## config.mk

```make
export PLATFORM = sky130hd
export DESIGN_NAME = blme_exec
export DESIGN_NICKNAME = d
export VERILOG_FILES = /design/src/design/blme_pkg.sv /design/src/design/blme_exec.sv
export SDC_FILE = /design/constraint.sdc
export NUM_CORES = 1
export LEC_CHECK = 0
export BUFFER_PORTS_ARGS = -buffer_cell sky130_fd_sc_hd__clkbuf_2
export CORE_AREA = 10 10 110 102
export CTS_BUF_LIST = sky130_fd_sc_hd__clkbuf_8
export DETAILED_ROUTE_END_ITERATION = 16
export DIE_AREA = 0 0 120 112
export GPL_TIMING_DRIVEN = 0
export MAX_ROUTING_LAYER = met4
export SYNTH_ARGS = -nofsm -noshare
export SYNTH_HDL_FRONTEND = slang
export SYNTH_SLANG_ARGS = --single-unit
```

## constraint.sdc

```tcl
create_clock -name i_clk_sys -period 2.75 [get_ports i_clk_sys]
set_clock_uncertainty 0.1 [all_clocks]
set_input_delay 0.55 -clock i_clk_sys [delete_from_list [all_inputs] [get_ports i_clk_sys]]
set_output_delay 0.55 -clock i_clk_sys [all_outputs]
set_load 0.03 [all_outputs]
```

## src/design/blme_pkg.sv

```systemverilog
// Package: opcodes, field positions, flag positions and timing for executor
package blme_pkg;
  localparam int         INSN_W          = 12;
  localparam int         DATA_W          = 8;
  localparam int         FADDR_W         = 5;
  localparam int         QPHASES         = 4;
  localparam int         DEST_BIT        = 5;
  localparam int         FLAG_C          = 0;
  localparam int         FLAG_NC         = 1;
  localparam int         FLAG_Z          = 2;
  localparam logic [3:0] OPN_OR_IMM      = 4'h0_00d;
  localparam logic [3:0] OPN_LOAD_IMM    = 4'h0_00c;
  localparam logic [5:0] OPB_OR_FILE     = 6'h0_004;
  localparam logic [5:0] OPB_FILE_COPY   = 6'h0_008;
  localparam logic [5:0] OPB_SUB_FILE    = 6'h0_002;
  localparam logic [5:0] OPB_NIB_EXCH    = 6'h0_00e;
  localparam logic [8:0] OPT_PIN_DIR     = 9'h0_000;
  localparam logic [2:0] PDIR_LO         = 3'h0_005;
  localparam logic [2:0] PDIR_HI         = 3'h0_007;
  localparam logic [7:0] ACC_RST         = 8'h0_000;
  localparam logic [7:0] PDIR_RST        = 8'h0_0ff;
  localparam logic [2:0] FLAGS_RST       = 3'h0_000;

  typedef struct packed {
    logic [4:0] addr;
    logic [7:0] data;
    logic       we;
  } blme_fwr_t;

  typedef enum logic [1:0] {
    BLME_Q1 = 2'b00,
    BLME_Q2 = 2'b01,
    BLME_Q3 = 2'b10,
    BLME_Q4 = 2'b11
  } blme_phase_t;
endpackage : blme_pkg

```

## src/design/blme_exec.sv

```systemverilog
// Execution datapath for seven baseline core instructions
module blme_exec
  import blme_pkg::*;
#(
  parameter int P_DATA_W = DATA_W
) (
  input  wire logic                i_clk_sys,   // Core clock
  input  wire logic                i_srst,      // Sync reset, high
  input  wire logic                i_ce,        // Clock enable
  input  wire logic [INSN_W-1:0]   i_insn,      // Instruction word
  input  wire logic                i_insn_vld,  // Instruction present
  input  wire logic [DATA_W-1:0]   i_file_rd,   // Addressed file value
  output logic      [FADDR_W-1:0]  o_file_addr, // File address
  output logic      [DATA_W-1:0]   o_file_wd,   // File write data
  output logic                     o_file_we,   // File write pulse
  output logic      [DATA_W-1:0]   o_acc,       // Accumulator
  output logic      [2:0]          o_flags,     // Z, NC, C
  output logic      [DATA_W-1:0]   o_pdir5,     // Pin direction 5
  output logic      [DATA_W-1:0]   o_pdir6,     // Pin direction 6
  output logic      [DATA_W-1:0]   o_pdir7,     // Pin direction 7
  output logic                     o_cyc_end,   // Instruction done pulse
  output logic                     o_unknown    // Opcode not handled
);
  // Datapath is built for an 8-bit word only
  if (P_DATA_W != DATA_W) begin : g_bad_width
    $error("blme_exec: width must be 8");
  end

  function automatic logic zero_of(input logic [7:0] v);
    zero_of = (v == 8'h0_000);
  endfunction : zero_of

  blme_phase_t phase_reg, phase_next;
  logic [11:0] insn_reg;

  // Four phases per instruction cycle
  always_comb begin
    case (phase_reg)
      BLME_Q1: phase_next = BLME_Q2;
      BLME_Q2: phase_next = BLME_Q3;
      BLME_Q3: phase_next = BLME_Q4;
      BLME_Q4: phase_next = BLME_Q1;
      default: phase_next = BLME_Q1;
    endcase
  end

  wire       q1      = (phase_reg == BLME_Q1);
  wire       q4      = (phase_reg == BLME_Q4);
  wire [4:0] faddr   = insn_reg[FADDR_W-1:0];
  wire       dest_f  = insn_reg[DEST_BIT];
  wire [7:0] kimm    = insn_reg[7:0];
  wire       is_iorl = insn_reg[11:8] == OPN_OR_IMM;
  wire       is_movl = insn_reg[11:8] == OPN_LOAD_IMM;
  wire       is_iorf = insn_reg[11:6] == OPB_OR_FILE;
  wire       is_file_copy = insn_reg[11:6] == OPB_FILE_COPY;
  wire       is_subf = insn_reg[11:6] == OPB_SUB_FILE;
  wire       is_swpf = insn_reg[11:6] == OPB_NIB_EXCH;
  wire       is_pin_direction_reg = insn_reg[11:3] == OPT_PIN_DIR
                       && insn_reg[2:0] >= PDIR_LO
                       && insn_reg[2:0] <= PDIR_HI;
  wire       is_file = is_iorf | is_file_copy | is_subf | is_swpf;
  wire       known   = is_iorl | is_movl | is_file | is_pin_direction_reg;

  // Subtract as f + ~w + 1
  wire [8:0] sub_sum = {1'b0, i_file_rd} + {1'b0, ~o_acc} + 9'h0_001;
  wire [4:0] sub_lo  = {1'b0, i_file_rd[3:0]} + {1'b0, ~o_acc[3:0]}
                       + 5'h0_001;

  logic [7:0] res;
  always_comb begin
    res = i_file_rd;
    if (is_iorl) res = o_acc | kimm;
    if (is_movl) res = kimm;
    if (is_iorf) res = o_acc | i_file_rd;
    if (is_subf) res = sub_sum[7:0];
    if (is_swpf) res = {i_file_rd[3:0], i_file_rd[7:4]};
  end

  wire        upd_z  = is_iorl | is_iorf | is_file_copy | is_subf;
  wire        wr_acc = is_iorl | is_movl | (is_file & ~dest_f);
  wire        wr_f   = is_file & dest_f;
  logic [2:0] flags_next;
  always_comb begin
    flags_next = o_flags;
    if (upd_z) flags_next[FLAG_Z] = zero_of(res);
    if (is_subf) begin
      flags_next[FLAG_C]  = sub_sum[8];
      flags_next[FLAG_NC] = sub_lo[4];
    end
  end

  always_ff @(posedge i_clk_sys) begin
    if (i_srst) begin
      phase_reg     <= BLME_Q1;
      insn_reg      <= 12'h0_000;
      o_file_addr   <= 5'h0_000;
      o_file_wd     <= 8'h0_000;
      o_file_we     <= 1'b0;
      o_acc         <= ACC_RST;
      o_flags       <= FLAGS_RST;
      o_pdir5       <= PDIR_RST;
      o_pdir6       <= PDIR_RST;
      o_pdir7       <= PDIR_RST;
      o_cyc_end     <= 1'b0;
      o_unknown     <= 1'b0;
    end else if (i_ce) begin
      phase_reg <= phase_next;
      o_file_we <= 1'b0;
      o_cyc_end <= 1'b0;
      if (q1) begin
        insn_reg    <= i_insn_vld ? i_insn : 12'h0_000;
        o_file_addr <= i_insn[FADDR_W-1:0];
      end
      if (q4) begin
        o_cyc_end <= 1'b1;
        o_unknown <= ~known & (insn_reg != 12'h0_000);
        o_flags   <= flags_next;
        if (wr_acc) o_acc <= res;
        if (wr_f) begin
          o_file_wd <= res;
          o_file_we <= 1'b1;
        end
        if (is_pin_direction_reg) begin
          if (insn_reg[2:0] == 3'h0_005) o_pdir5 <= o_acc;
          if (insn_reg[2:0] == 3'h0_006) o_pdir6 <= o_acc;
          if (insn_reg[2:0] == 3'h0_007) o_pdir7 <= o_acc;
        end
      end
    end
  end

  AST_PHASE4: assert property (@(posedge i_clk_sys) disable iff (i_srst)
    o_cyc_end && i_ce ##1 i_ce ##1 i_ce ##1 i_ce |=> o_cyc_end)
    else $error("cycle end not every four clocks");
  AST_MOVL: assert property (@(posedge i_clk_sys) disable iff (i_srst)
    i_ce && q4 && is_movl |=> o_acc == $past(kimm) && $stable(o_flags))
    else $error("load immediate wrong");
  AST_IORL: assert property (@(posedge i_clk_sys) disable iff (i_srst)
    i_ce && q4 && is_iorl |=> o_acc == ($past(o_acc) | $past(kimm)))
    else $error("or immediate wrong");
  AST_ZERO: assert property (@(posedge i_clk_sys) disable iff (i_srst)
    i_ce && q4 && upd_z |=> o_flags[FLAG_Z] == ($past(res) == 8'h0_000))
    else $error("zero flag wrong");
  AST_DESTF: assert property (@(posedge i_clk_sys) disable iff (i_srst)
    i_ce && q4 && is_file && dest_f |=> o_file_we && $stable(o_acc))
    else $error("file destination wrong");
  AST_SUBC: assert property (@(posedge i_clk_sys) disable iff (i_srst)
    i_ce && q4 && is_subf |=>
      o_flags[FLAG_C] == ($past(i_file_rd) >= $past(o_acc)))
    else $error("subtract carry wrong");
  AST_SWAP: assert property (@(posedge i_clk_sys) disable iff (i_srst)
    i_ce && q4 && is_swpf |=> $stable(o_flags))
    else $error("nibble exchange touched flags");
  AST_FILE_COPY: assert property (@(posedge i_clk_sys) disable iff (i_srst)
    i_ce && q4 && is_file_copy && dest_f |=> o_file_wd == $past(i_file_rd))
    else $error("self copy changed value");
  AST_PIN_DIRECTION_REG: assert property (@(posedge i_clk_sys) disable iff (i_srst)
    i_ce && q4 && is_pin_direction_reg && insn_reg[2:0] == 3'h0_006
      |=> o_pdir6 == $past(o_acc) && $stable(o_flags))
    else $error("pin direction load wrong");
  AST_IORF: assert property (@(posedge i_clk_sys) disable iff (i_srst)
    i_ce && q4 && is_iorf && !dest_f
      |=> o_acc == ($past(o_acc) | $past(i_file_rd)))
    else $error("or file wrong");

  AST_FILE_COPY_ACC: assert property (@(posedge i_clk_sys) disable iff (i_srst)
    i_ce && q4 && is_file_copy && !dest_f |=> o_acc == $past(i_file_rd))
    else $error("file copy to accumulator wrong");

  AST_SUB_RES: assert property (@(posedge i_clk_sys) disable iff (i_srst)
    i_ce && q4 && is_subf && !dest_f
      |=> o_acc == 8'($past(i_file_rd) - $past(o_acc)))
    else $error("subtract result wrong");

  AST_SUB_NC: assert property (@(posedge i_clk_sys) disable iff (i_srst)
    i_ce && q4 && is_subf
      |=> o_flags[FLAG_NC] == ($past(i_file_rd[3:0]) >= $past(o_acc[3:0])))
    else $error("subtract nibble carry wrong");

  AST_SWAP_VAL: assert property (@(posedge i_clk_sys) disable iff (i_srst)
    i_ce && q4 && is_swpf && !dest_f
      |=> o_acc == {$past(i_file_rd[3:0]), $past(i_file_rd[7:4])})
    else $error("nibble exchange value wrong");

  AST_ADDR: assert property (@(posedge i_clk_sys) disable iff (i_srst)
    i_ce && q1 |=> o_file_addr == $past(i_insn[FADDR_W-1:0]))
    else $error("file address not latched");

  AST_NO_WE: assert property (@(posedge i_clk_sys) disable iff (i_srst)
    i_ce && q4 && !wr_f |=> !o_file_we)
    else $error("file written for accumulator destination");

  AST_FROZEN: assert property (@(posedge i_clk_sys) disable iff (i_srst)
    !i_ce |=> $stable(o_acc) && $stable(o_flags) && $stable(o_cyc_end))
    else $error("state moved with clock enable low");

  AST_UNKNOWN: assert property (@(posedge i_clk_sys) disable iff (i_srst)
    i_ce && q4 && !known && insn_reg != 12'h0_000
      |=> o_unknown && $stable(o_acc) && $stable(o_flags))
    else $error("unhandled opcode changed state");

  AST_PDIR_KEEP: assert property (@(posedge i_clk_sys) disable iff (i_srst)
    i_ce && q4 && !is_pin_direction_reg
      |=> $stable(o_pdir5) && $stable(o_pdir6) && $stable(o_pdir7))
    else $error("pin direction changed without load");

  AST_CYC_PULSE: assert property (@(posedge i_clk_sys) disable iff (i_srst)
    o_cyc_end && i_ce |=> !o_cyc_end)
    else $error("cycle end longer than one clock");
endmodule : blme_exec

```

==> run summary, run 1 <==
========================================================================================
Outcome                                                                     finished, final reports clean
Number of nets with antenna violations after routing                                   0
Clock slew at reported path FFs                                                  0.07 ns
Via count of the first global-routing pass                                         3,253
Syn-to-layout area delta                                                           21.5%
Seq/Total Area, Yosys                                                              37.5%
Std-Cell Rows                                                                         33
Drt wl/cell                                                                      16.5 µm
Antenna violations before repair                                                       0
Vias post-DR                                                                       3,228
Wire length of the first global-routing pass                                   16,600 µm
Ratio of final minimum period to clock period                                      95.0%
Async set-or-reset flop fraction in the synthesized netlist                           0%
Final Hold Vio Count                                                                   0
F_max                                                                            383 MHz
Post-Synthesis Cell Area                                                        3470 µm²
Final max-slew violation count                                                         0
Register bit total from synthesis                                                     65
Number of buffers on the longest clock path                                            2
Number of violations reported at the end of detailed-routing iteration 0             143
WHS                                                                             0.333 ns
Number of unique standard cell types used by synthesis                                56
Clock root cell                                                             sky130_fd_sc_hd__clkbuf_8
Total half-perimeter wirelength after legalization and detailed placement        8140 µm
Most common cell after layout, fill and taps aside                          sky130_fd_sc_hd__clkbuf_2
I/O pin total                                                                         75
Worst r2r dst                                                                 o_flags[2]
Crit path max fanout                                                                   6
Flip-flop count of the largest register, all copies and words added                   12
Arrival time worst endpoint                                                      2.78 ns
Last element of the critical path                                             o_flags[2]
Type of element capturing the critical path                                         flop
Aggregate global routing overflow                                                      0
Final critical delay including setup and external delays                         2.61 ns
Area after DPL                                                                  3990 µm²
Type of the worst setup path                                                  reg -> reg
Layout net count                                                                     546
Sort of element at the start of the critical path                                   flop
Worst hold path class                                                          in -> reg
Share of post-route cells with drive strength above 1                              22.0%
Source of the worst hold timing path                                           i_insn[0]
Post-detailed-routing wire length                                              10,400 µm
Post-Synthesis Mean Instance Area                                               8.34 µm²
Maximum number of pins on one net before global-route repair                          13
Clock Latency Late Sink                                                          0.35 ns
Number of maximum-capacitance violations                                               0
Launching point of the worst reg2reg path                                       o_acc[0]
Commonest cells after routing, fill and taps aside                          sky130_fd_sc_hd__clkbuf_2 (74), sky130_fd_sc_hd__dfxtp_1 (64), sky130_fd_sc_hd__nor2_1 (63)
Worst path slowest cell                                                     sky130_fd_sc_hd__dfxtp_2
DRT Pass-1 Iters                                                                       4
Final Setup Violations                                                                 0
Horizontal extent of the die                                                      120 µm
Max IR drop VDD                                                                 0.201 mV
Max-slew headroom                                                                  57.4%
Full die area                                                                 13,400 µm²
Transition time of the tightest slew-check pin                                  0.635 ns
Net count of the mapped netlist                                                      462
Summed negative setup slack over all endpoints                                      0 ns
Post-synthesis cell count                                                            416
Critical Path RT                                                                 2.92 ns
DRC violation count after routing                                                      0
GPL Wtd Cong                                                                       0.901
Pwr per Cell Area                                                             507 nW/µm²
TritonCTS buffer count                                                                 9
Post-synth EDFFs                                                                       0
Global routing usage summed across all routing layers                              15.9%
# port buffers                                                                        73
Ordered list of cells on the worst path                                     ha_1, inv_1, fa_1, nor2b_1, o21a_1, xnor2_1, o221a_2, a2111oi_2, nand4b_1, o31ai_2
Slowest stage delay, CP                                                          0.40 ns
Launch point of the worst path                                                  o_acc[0]
Core ar.                                                                        8960 µm²
Diode count                                                                            0
Yosys warns                                                                            0
Setup repair after global routing missed its margin                                   no
Primary FF master, synth                                                    sky130_fd_sc_hd__dfxtp_1
Static Leak                                                                   0.00167 µW
Setup Buffers After CTS                                                                0
Vias per inst                                                                       5.15
Chip height                                                                       112 µm
Clk sinks                                                                             65
Setup slack on the worst flop-to-flop path                                       0.14 ns
H-tree levels                                                                          3
Reg2Reg Depth                                                                         10
Final design area excluding fillers                                             4220 µm²
Effective utilization at floorplan                                                 38.7%
Clock tree from TritonCTS                                                            yes
========================================================================================
==> power by group <==
group	switching, µW	internal, µW	total [µW]
clock	386	507	893
combinational	171	99.2	270
sequential	16.4	957	974
==> metal layers <==
layer | share of wire, % | routed length, µm | track usage, %
met4 | 1.6 | 169 | 6.67
met5 | 0 | 0 | -
met2 | 45 | 4680 | 23.5
met1 | 47 | 4830 | 20.6
met3 | 6.6 | 681 | 3.48
==> through the flow <==
stage | std cells | power, µW | setup WS (ns) | utilization [%]
after CTS | 627 | 2160 | 0.0344 | 47.0
after global routing | 627 | 2250 | 0.00346 | 47.1
final | 627 | 2140 | 0.139 | 47.1
after floorplan | 416 | 1170 | 0.0998 | -
after global placement | 611 | 1260 | -0.286 | 44.5
after detailed placement | 611 | 1260 | -0.238 | 44.5
==> kinds of logic (layout without fill, tap and decap cells) <==
logic type,after synthesis,count (layout),synth area share [%]
AOI/OAI and AO/OA,103,103,20.8
xor gates and xnor gates,6,6,1.51
adders and majority gates,23,23,8.44
buffers and inverters,52,141,6.16
DFF,65,65,37.5
muxes,18,18,5.26
and+or+nand+nor,149,149,20.3
==> repair_timing <==
item                       4_1_cts  5_1_grt
setup endpoints to repair        1        5
pin swaps                        0        0
gates resized for setup          1        5
hold endpoints to repair         0        0
hold buffers                     0        0
==> Yosys cell counts, types with 5 or more instances <==
cell type	count	area share, %
sky130_fd_sc_hd__nor2b_1	5	0.90
sky130_fd_sc_hd__nand2_1	35	3.8
sky130_fd_sc_hd__buf_2	5	0.72
sky130_fd_sc_hd__dfxtp_1	65	37
sky130_fd_sc_hd__inv_1	27	2.9
sky130_fd_sc_hd__a21oi_1	35	5.0
sky130_fd_sc_hd__nor2_1	64	6.9
sky130_fd_sc_hd__clkbuf_1	16	1.7
sky130_fd_sc_hd__o21ai_0	6	0.87
sky130_fd_sc_hd__ha_1	21	7.6
sky130_fd_sc_hd__nand3_1	17	2.5
sky130_fd_sc_hd__mux2i_1	16	4.6
sky130_fd_sc_hd__a211oi_1	7	1.5
sky130_fd_sc_hd__a211o_1	26	6.6
==> layout make-up <==
type                            count  area (µm²)
Timing Repair Buffer               73         365
Fill cell                         905        4740
Sequential cell                    65        1300
Buffer                             25         113
Multi-Input combinational cell    299        1960
Inverter                           27         101
Clock buffer                        9         124
Tap cell                          122         153
Clock inverter                      7        95.1
==> how the worst min path moves through the flow <==
stage                          end  slack, ns  cells past startpoint
floorplan              insn_reg[4]       0.34                      2
global placement    o_file_addr[2]       0.34                      2
detailed placement  o_file_addr[3]       0.35                      2
CTS                 o_file_addr[2]       0.32                      3
global route        o_file_addr[0]       0.33                      3
finish              o_file_addr[0]       0.33                      3
==> worst max-delay path, delay by kind of cell (launching register included) <==
family / cells / cell delay, ns
buffers and inverters: 1 / 0.05
adders and majority gates: 2 / 0.57
and+or+nand+nor: 2 / 0.34
AOI/OAI and AO/OA: 4 / 0.94
DFF: 1 / 0.40
xor gates and xnor gates: 1 / 0.13
No activity file was read; power rests on OpenSTA's default activity.
==> run 2, diff against run 1 <==
--- a/config.mk
+++ b/config.mk
@@ -10,8 +10,9 @@
 export CTS_BUF_LIST = sky130_fd_sc_hd__clkbuf_8
 export DETAILED_ROUTE_END_ITERATION = 16
 export DIE_AREA = 0 0 120 112
-export GPL_TIMING_DRIVEN = 0
 export MAX_ROUTING_LAYER = met4
+export SETUP_SLACK_MARGIN = 0.5
+export SLEW_MARGIN = 5
 export SYNTH_ARGS = -nofsm -noshare
 export SYNTH_HDL_FRONTEND = slang
 export SYNTH_SLANG_ARGS = --single-unit
==> run 2 against run 1 <==
Highest routed layer unchanged; first-iteration DRC count increased by 54%; fmax increased by 4.1%; power increased by 0.95%; clock power decreased by 1%; hold slack got worse by 0.011 ns; largest power group unchanged; sequential share of layout area decreased by 2.8 points; final cell count increased by 3.8%; combinational power increased by 14%; via count increased by 6.4%; sequential power about the same.
==> run summary, run 2 (same netlist as run 1, synthesis figures left out) <==
========================================================================================
Worst path slowest cell                                                     sky130_fd_sc_hd__or4b_1
Share of post-route cells with drive strength above 1                              35.2%
Setup repair after global routing missed its margin                                  yes
Sort of element at the start of the critical path                             input port
Final critical-path setup slack                                                 0.240 ns
Number of nets with antenna violations after routing                                   0
Slowest stage delay, CP                                                          0.47 ns
Clock Latency Late Sink                                                          0.36 ns
Number of buffers on the longest clock path                                            2
Diode count                                                                            0
Final instance count without filler cells                                            651
Core ar.                                                                        8960 µm²
Layout net count                                                                     570
DRT Pass-1 Iters                                                                       5
Vias post-DR                                                                       3,435
Final design area excluding fillers                                             4720 µm²
Std-Cell Rows                                                                         33
Aggregate global routing overflow                                                      0
Outcome                                                                     finished, final reports clean
Final critical delay including setup and external delays                         2.51 ns
F_max                                                                            398 MHz
Sequential cell fraction of total power                                            45.0%
Post-detailed-routing wire length                                              10,700 µm
Via count of the first global-routing pass                                         3,403
Critical Path RT                                                                 2.93 ns
Arrival time worst endpoint                                                      2.69 ns
Net switching power of the design                                                 643 µW
Source of the worst hold timing path                                           i_insn[4]
Most common cell after layout, fill and taps aside                          sky130_fd_sc_hd__clkbuf_2
Sequential cell area                                                            1320 µm²
Area after DPL                                                                  4070 µm²
Clock root cell                                                             sky130_fd_sc_hd__clkbuf_8
Crit path max fanout                                                                   4
Number of placed instances with taps included                                        604
Final max-slew violation count                                                         0
Cell internal power dissipation                                                  1510 µW
Largest delay share family, worst path                                      compound AO/OA/AOI/OAI gates
Ordered list of cells on the worst path                                     clkbuf_4, inv_16, ha_1, or4b_1, a31oi_1, a31oi_1, a211o_1, a2111oi_2, nand4b_1, o31ai_2
Area taken by multi-input logic gates                                           2130 µm²
Transition time of the tightest slew-check pin                                  0.661 ns
Number of maximum-capacitance violations                                               0
Tot Pwr                                                                          2160 µW
Effective utilization at floorplan                                                 38.7%
Drt wl/cell                                                                      16.4 µm
Clk sinks                                                                             65
Launch point of the worst path                                              i_file_rd[0]
Final Setup Violations                                                                 0
Commonest cells after routing, fill and taps aside                          sky130_fd_sc_hd__clkbuf_2 (73), sky130_fd_sc_hd__nor2_1 (61), sky130_fd_sc_hd__dfxtp_1 (57)
Final Hold Vio Count                                                                   0
Most frequent CP cell                                                       sky130_fd_sc_hd__a31oi_1
Antenna violations before repair                                                       0
Syn-to-layout area delta                                                           36.0%
Vias per inst                                                                       5.28
Horizontal extent of the die                                                      120 µm
Full die area                                                                 13,400 µm²
Ratio of final minimum period to clock period                                      91.3%
I/O pin total                                                                         75
# port buffers                                                                        74
Flip-flop count of the largest register, all copies and words added                   12
Launching point of the worst reg2reg path                                       o_acc[0]
Total half-perimeter wirelength after legalization and detailed placement        7680 µm
Global routing usage summed across all routing layers                              16.4%
Bufs and invs on worst path                                                            2
Max IR drop VDD                                                                 0.237 mV
Chip height                                                                       112 µm
Worst hold path class                                                          in -> reg
Wire length of the first global-routing pass                                   17,400 µm
Core utilization of the finished layout                                            52.7%
Switching part of the total power                                                  29.8%
Share of power burned in the clock network                                         40.8%
Number of violations reported at the end of detailed-routing iteration 0             220
Setup slack after placement                                                    -0.117 ns
Type of the worst setup path                                                   in -> reg
Static Leak                                                                   0.00189 µW
Maximum number of pins on one net before global-route repair                          66
Portion of total power attributed to combinational logic                           14.2%
GPL Wtd Cong                                                                       0.954
H-tree levels                                                                          3
TritonCTS buffer count                                                                 9
Clock slew at reported path FFs                                                  0.08 ns
Type of element capturing the critical path                                         flop
Max-slew headroom                                                                  56.0%
DRC violation count after routing                                                      0
Number of filler instances in the final layout                                       866
Clock tree from TritonCTS                                                            yes
Pwr per Cell Area                                                             457 nW/µm²
========================================================================================
==> run 2: cell count changes in the layout (fill, tap and decap cells not counted), sizes merged <==
cell	change
bufinv	-1
clkbuf	-16
buf	+40
clkinvlp	+1
==> run 2: what timing repair did <==
item                                    in CTS  in global routing
endpoints found under the setup margin      15                 22
setup buffers                               27                  4
pin swaps                                   12                 11
gates resized for setup                     24                 20
hold buffers                                 0                  0
==> run 2: per-layer routing <==
layer	vias up	share of wire (%)	wire length [µm]	GRT usage, %
met2	104	46	4930	25.1
met1	1636	46	4870	20.3
met5	-	0	0	-
li1	1673	-	-	-
met4	0	2.4	255	6.11
met3	22	5.8	622	4.09
==> run 2: path summary, 6_finish.rpt <==
path,endpoint,slack [ns],cells after the start
max,o_flags[2],0.24,10
min,o_file_addr[4],0.32,3
max reg2reg,o_flags[2],0.24,9
min reg2reg,o_file_addr[1],0.36,2
==> run 2: final cells by class <==
type                    instances  area share [%]
clock inverters                 7            1.78
repair buffers                122            16.4
flip-flops and latches         65            28.0
inverters                      27            2.81
clock buffers                   9            2.62
multi-input cells             299            45.1
well taps                     122            3.23
==> run 2: per-stage QoR <==
stage               TNS [ns]  hold slack, ns
global route               0           0.330
detailed placement    -0.117           0.348
global placement     -0.0437           0.342
floorplan                  0           0.345
finish                     0           0.321
CTS                        0           0.318
==> run 2: power by group through the flow <==
stage,clock [µW],sequential (µW),combinational (µW)
detailed placement,0,997,268
finish,880,971,307
global route,937,974,337
global placement,0,997,265
floorplan,0,1000,176
CTS,900,971,287
==> run 2: worst register-to-register path: stages (launching register included) <==
cell and delay, ns:
sky130_fd_sc_hd__dfxtp_2 0.34, sky130_fd_sc_hd__inv_2 0.08, sky130_fd_sc_hd__ha_1 0.28, sky130_fd_sc_hd__or4b_1 0.47
sky130_fd_sc_hd__a31oi_1 0.19, sky130_fd_sc_hd__a31oi_1 0.08, sky130_fd_sc_hd__a211o_1 0.26, sky130_fd_sc_hd__a2111oi_2 0.28
sky130_fd_sc_hd__nand4b_1 0.16, sky130_fd_sc_hd__o31ai_2 0.20
==> run 3, diff against run 2 <==
--- a/config.mk
+++ b/config.mk
@@ -6,11 +6,13 @@
 export NUM_CORES = 1
 export LEC_CHECK = 0
 export BUFFER_PORTS_ARGS = -buffer_cell sky130_fd_sc_hd__clkbuf_2
-export CORE_AREA = 10 10 110 102
+export CORE_AREA = 10 10 98 92
 export CTS_BUF_LIST = sky130_fd_sc_hd__clkbuf_8
+export CTS_CLUSTER_DIAMETER = 30
 export DETAILED_ROUTE_END_ITERATION = 16
-export DIE_AREA = 0 0 120 112
+export DIE_AREA = 0 0 108 102
 export MAX_ROUTING_LAYER = met4
+export PLACE_DENSITY = 0.77
 export SETUP_SLACK_MARGIN = 0.5
 export SLEW_MARGIN = 5
 export SYNTH_ARGS = -nofsm -noshare
==> run 3 against run 2 <==
Power shrank 4.9%; flip-flop and latch count is the same; critical path type unchanged; sequential share of layout area grew 1.5 points; worst setup slack gained 0.066 ns; sequential power is essentially flat; hold slack gained 0.0045 ns; non-clock buffer count shrank 15.
==> run summary, run 3 (same netlist as run 1, synthesis figures left out) <==
========================================================================================
Outcome                                                                     finished, final reports clean
Via count of the first global-routing pass                                         3,186
Horizontal extent of the die                                                      108 µm
Final critical-path setup slack                                                 0.306 ns
Core ar.                                                                        6930 µm²
Transition time of the tightest slew-check pin                                  0.656 ns
Number of buffers on the longest clock path                                            2
Critical Path RT                                                                 2.93 ns
Setup slack after placement                                                   -0.0810 ns
Clock slew at reported path FFs                                                  0.09 ns
Max-slew headroom                                                                  56.3%
I/O pin total                                                                         75
Chip height                                                                       102 µm
Vias post-DR                                                                       3,297
Final Setup Violations                                                                 0
Ratio of final minimum period to clock period                                      88.9%
Std-Cell Rows                                                                         29
F_max                                                                            409 MHz
Antenna violations before repair                                                       0
Final critical delay including setup and external delays                         2.44 ns
Clk sinks                                                                             65
Final Hold Vio Count                                                                   0
Most common cell after layout, fill and taps aside                          sky130_fd_sc_hd__clkbuf_2
Type of the worst setup path                                                   in -> reg
Ordered list of cells on the worst path                                     clkbuf_8, inv_16, ha_4, inv_2, fa_2, nor2b_4, o21a_1, xnor2_1, o221a_2, a2111oi_4, nand4b_1, o31ai_2
Number of maximum-capacitance violations                                               0
Layout net count                                                                     555
Crit path max fanout                                                                   5
Summed negative setup slack over all endpoints                                      0 ns
Clock Latency Late Sink                                                          0.36 ns
GPL Wtd Cong                                                                       0.908
Worst path slowest cell                                                     sky130_fd_sc_hd__fa_2
Full die area                                                                 11,000 µm²
Max IR drop VDD                                                                 0.335 mV
Number of violations reported at the end of detailed-routing iteration 0             179
Flip-flop count of the largest register, all copies and words added                   12
Vias per inst                                                                       5.43
H-tree levels                                                                          3
Sort of element at the start of the critical path                             input port
Number of nets with antenna violations after routing                                   0
# hold bufs at CTS                                                                     0
Aggregate global routing overflow                                                      0
Clock root cell                                                             sky130_fd_sc_hd__clkbuf_8
Effective utilization at floorplan                                                 50.1%
Syn-to-layout area delta                                                           28.8%
Total half-perimeter wirelength after legalization and detailed placement        7610 µm
Static Leak                                                                   0.00180 µW
Final max-slew violation count                                                         0
Share of post-route cells with drive strength above 1                              32.1%
Arrival time worst endpoint                                                      2.63 ns
Global routing usage summed across all routing layers                              19.5%
Type of element capturing the critical path                                         flop
Number of filler instances in the final layout                                       607
Drt wl/cell                                                                      17.0 µm
DRC violation count after routing                                                      0
Wire length of the first global-routing pass                                   16,700 µm
Setup repair after global routing missed its margin                                  yes
Maximum number of pins on one net before global-route repair                          66
Slowest stage delay, CP                                                          0.34 ns
DRT Pass-1 Iters                                                                       4
Commonest cells after routing, fill and taps aside                          sky130_fd_sc_hd__clkbuf_2 (73), sky130_fd_sc_hd__nor2_1 (63), sky130_fd_sc_hd__dfxtp_1 (56)
Pwr per Cell Area                                                             459 nW/µm²
Post-detailed-routing wire length                                              10,300 µm
TritonCTS buffer count                                                                 9
Diode count                                                                            0
Worst hold path class                                                          in -> reg
# port buffers                                                                        74
Clock tree from TritonCTS                                                            yes
========================================================================================
## run 3: layout make-up
| type | count | area [µm²] | share of cell area (%) |
|---|---|---|---|
| sequential | 65 | 1320 | 29.5 |
| inverter | 27 | 121 | 2.71 |
| multi-input combinational | 299 | 2090 | 46.8 |
| timing repair buffer | 107 | 639 | 14.3 |
| clock buffer | 9 | 124 | 2.77 |
| tap | 93 | 116 | 2.60 |
| clock inverter | 7 | 58.8 | 1.32 |
## run 3: timing repair
| item | 4_1_cts | 5_1_grt |
|---|---|---|
| pin swaps | 8 | 8 |
| setup endpoints to repair | 20 | 23 |
| cloned | 0 | 0 |
| setup buffers | 11 | 3 |
| resized for setup | 18 | 13 |
## run 3: stage by stage
stage | cells | cell area (µm²) | power (µW) | hold WS [ns] | util [%]
after global placement | 577 | 4050 | 1270 | 0.342 | 58.5
after detailed placement | 577 | 4050 | 1270 | 0.347 | 58.5
after floorplan | 416 | 3520 | 1180 | 0.345 | -
final | 607 | 4470 | 2050 | 0.326 | 64.5
after CTS | 604 | 4380 | 2050 | 0.320 | 63.2
after global routing | 607 | 4470 | 2140 | 0.324 | 64.5
## run 3: power by group
group	internal (µW)	total [µW]	switching [µW]
Combinational	123	301	178
Clock	344	775	432
Sequential	954	974	20.1
Total	1420	2050	630
## run 3: worst paths after layout
path                                startpoint        endpoint  slack, ns  cells after the start
worst max-delay path              i_file_rd[0]      o_flags[2]       0.31                     12
worst min-delay path                 i_insn[1]  o_file_addr[1]       0.33                      3
worst max register to register        o_acc[1]      o_flags[2]       0.31                      9
worst min register to register  o_file_addr[2]  o_file_addr[2]       0.36                      2
## run 3: per-layer routing
metal | vias to the layer above | wire length, µm | global-route usage, %
li1 | 1641 | - | -
met1 | 1562 | 4880 | 25.3
met2 | 88 | 4760 | 29.4
met3 | 6 | 601 | 4.97
met4 | 0 | 93 | 5.03
met5 | - | 0 | -
## run 3: worst max-delay path, delay by kind of cell
family                     cells  cell delay, ns
AOI/OAI and AO/OA              4            0.97
adders and majority gates      2            0.46
and+or+nand+nor                2            0.28
buffers and inverters          3            0.23
xor gates and xnor gates       1            0.14
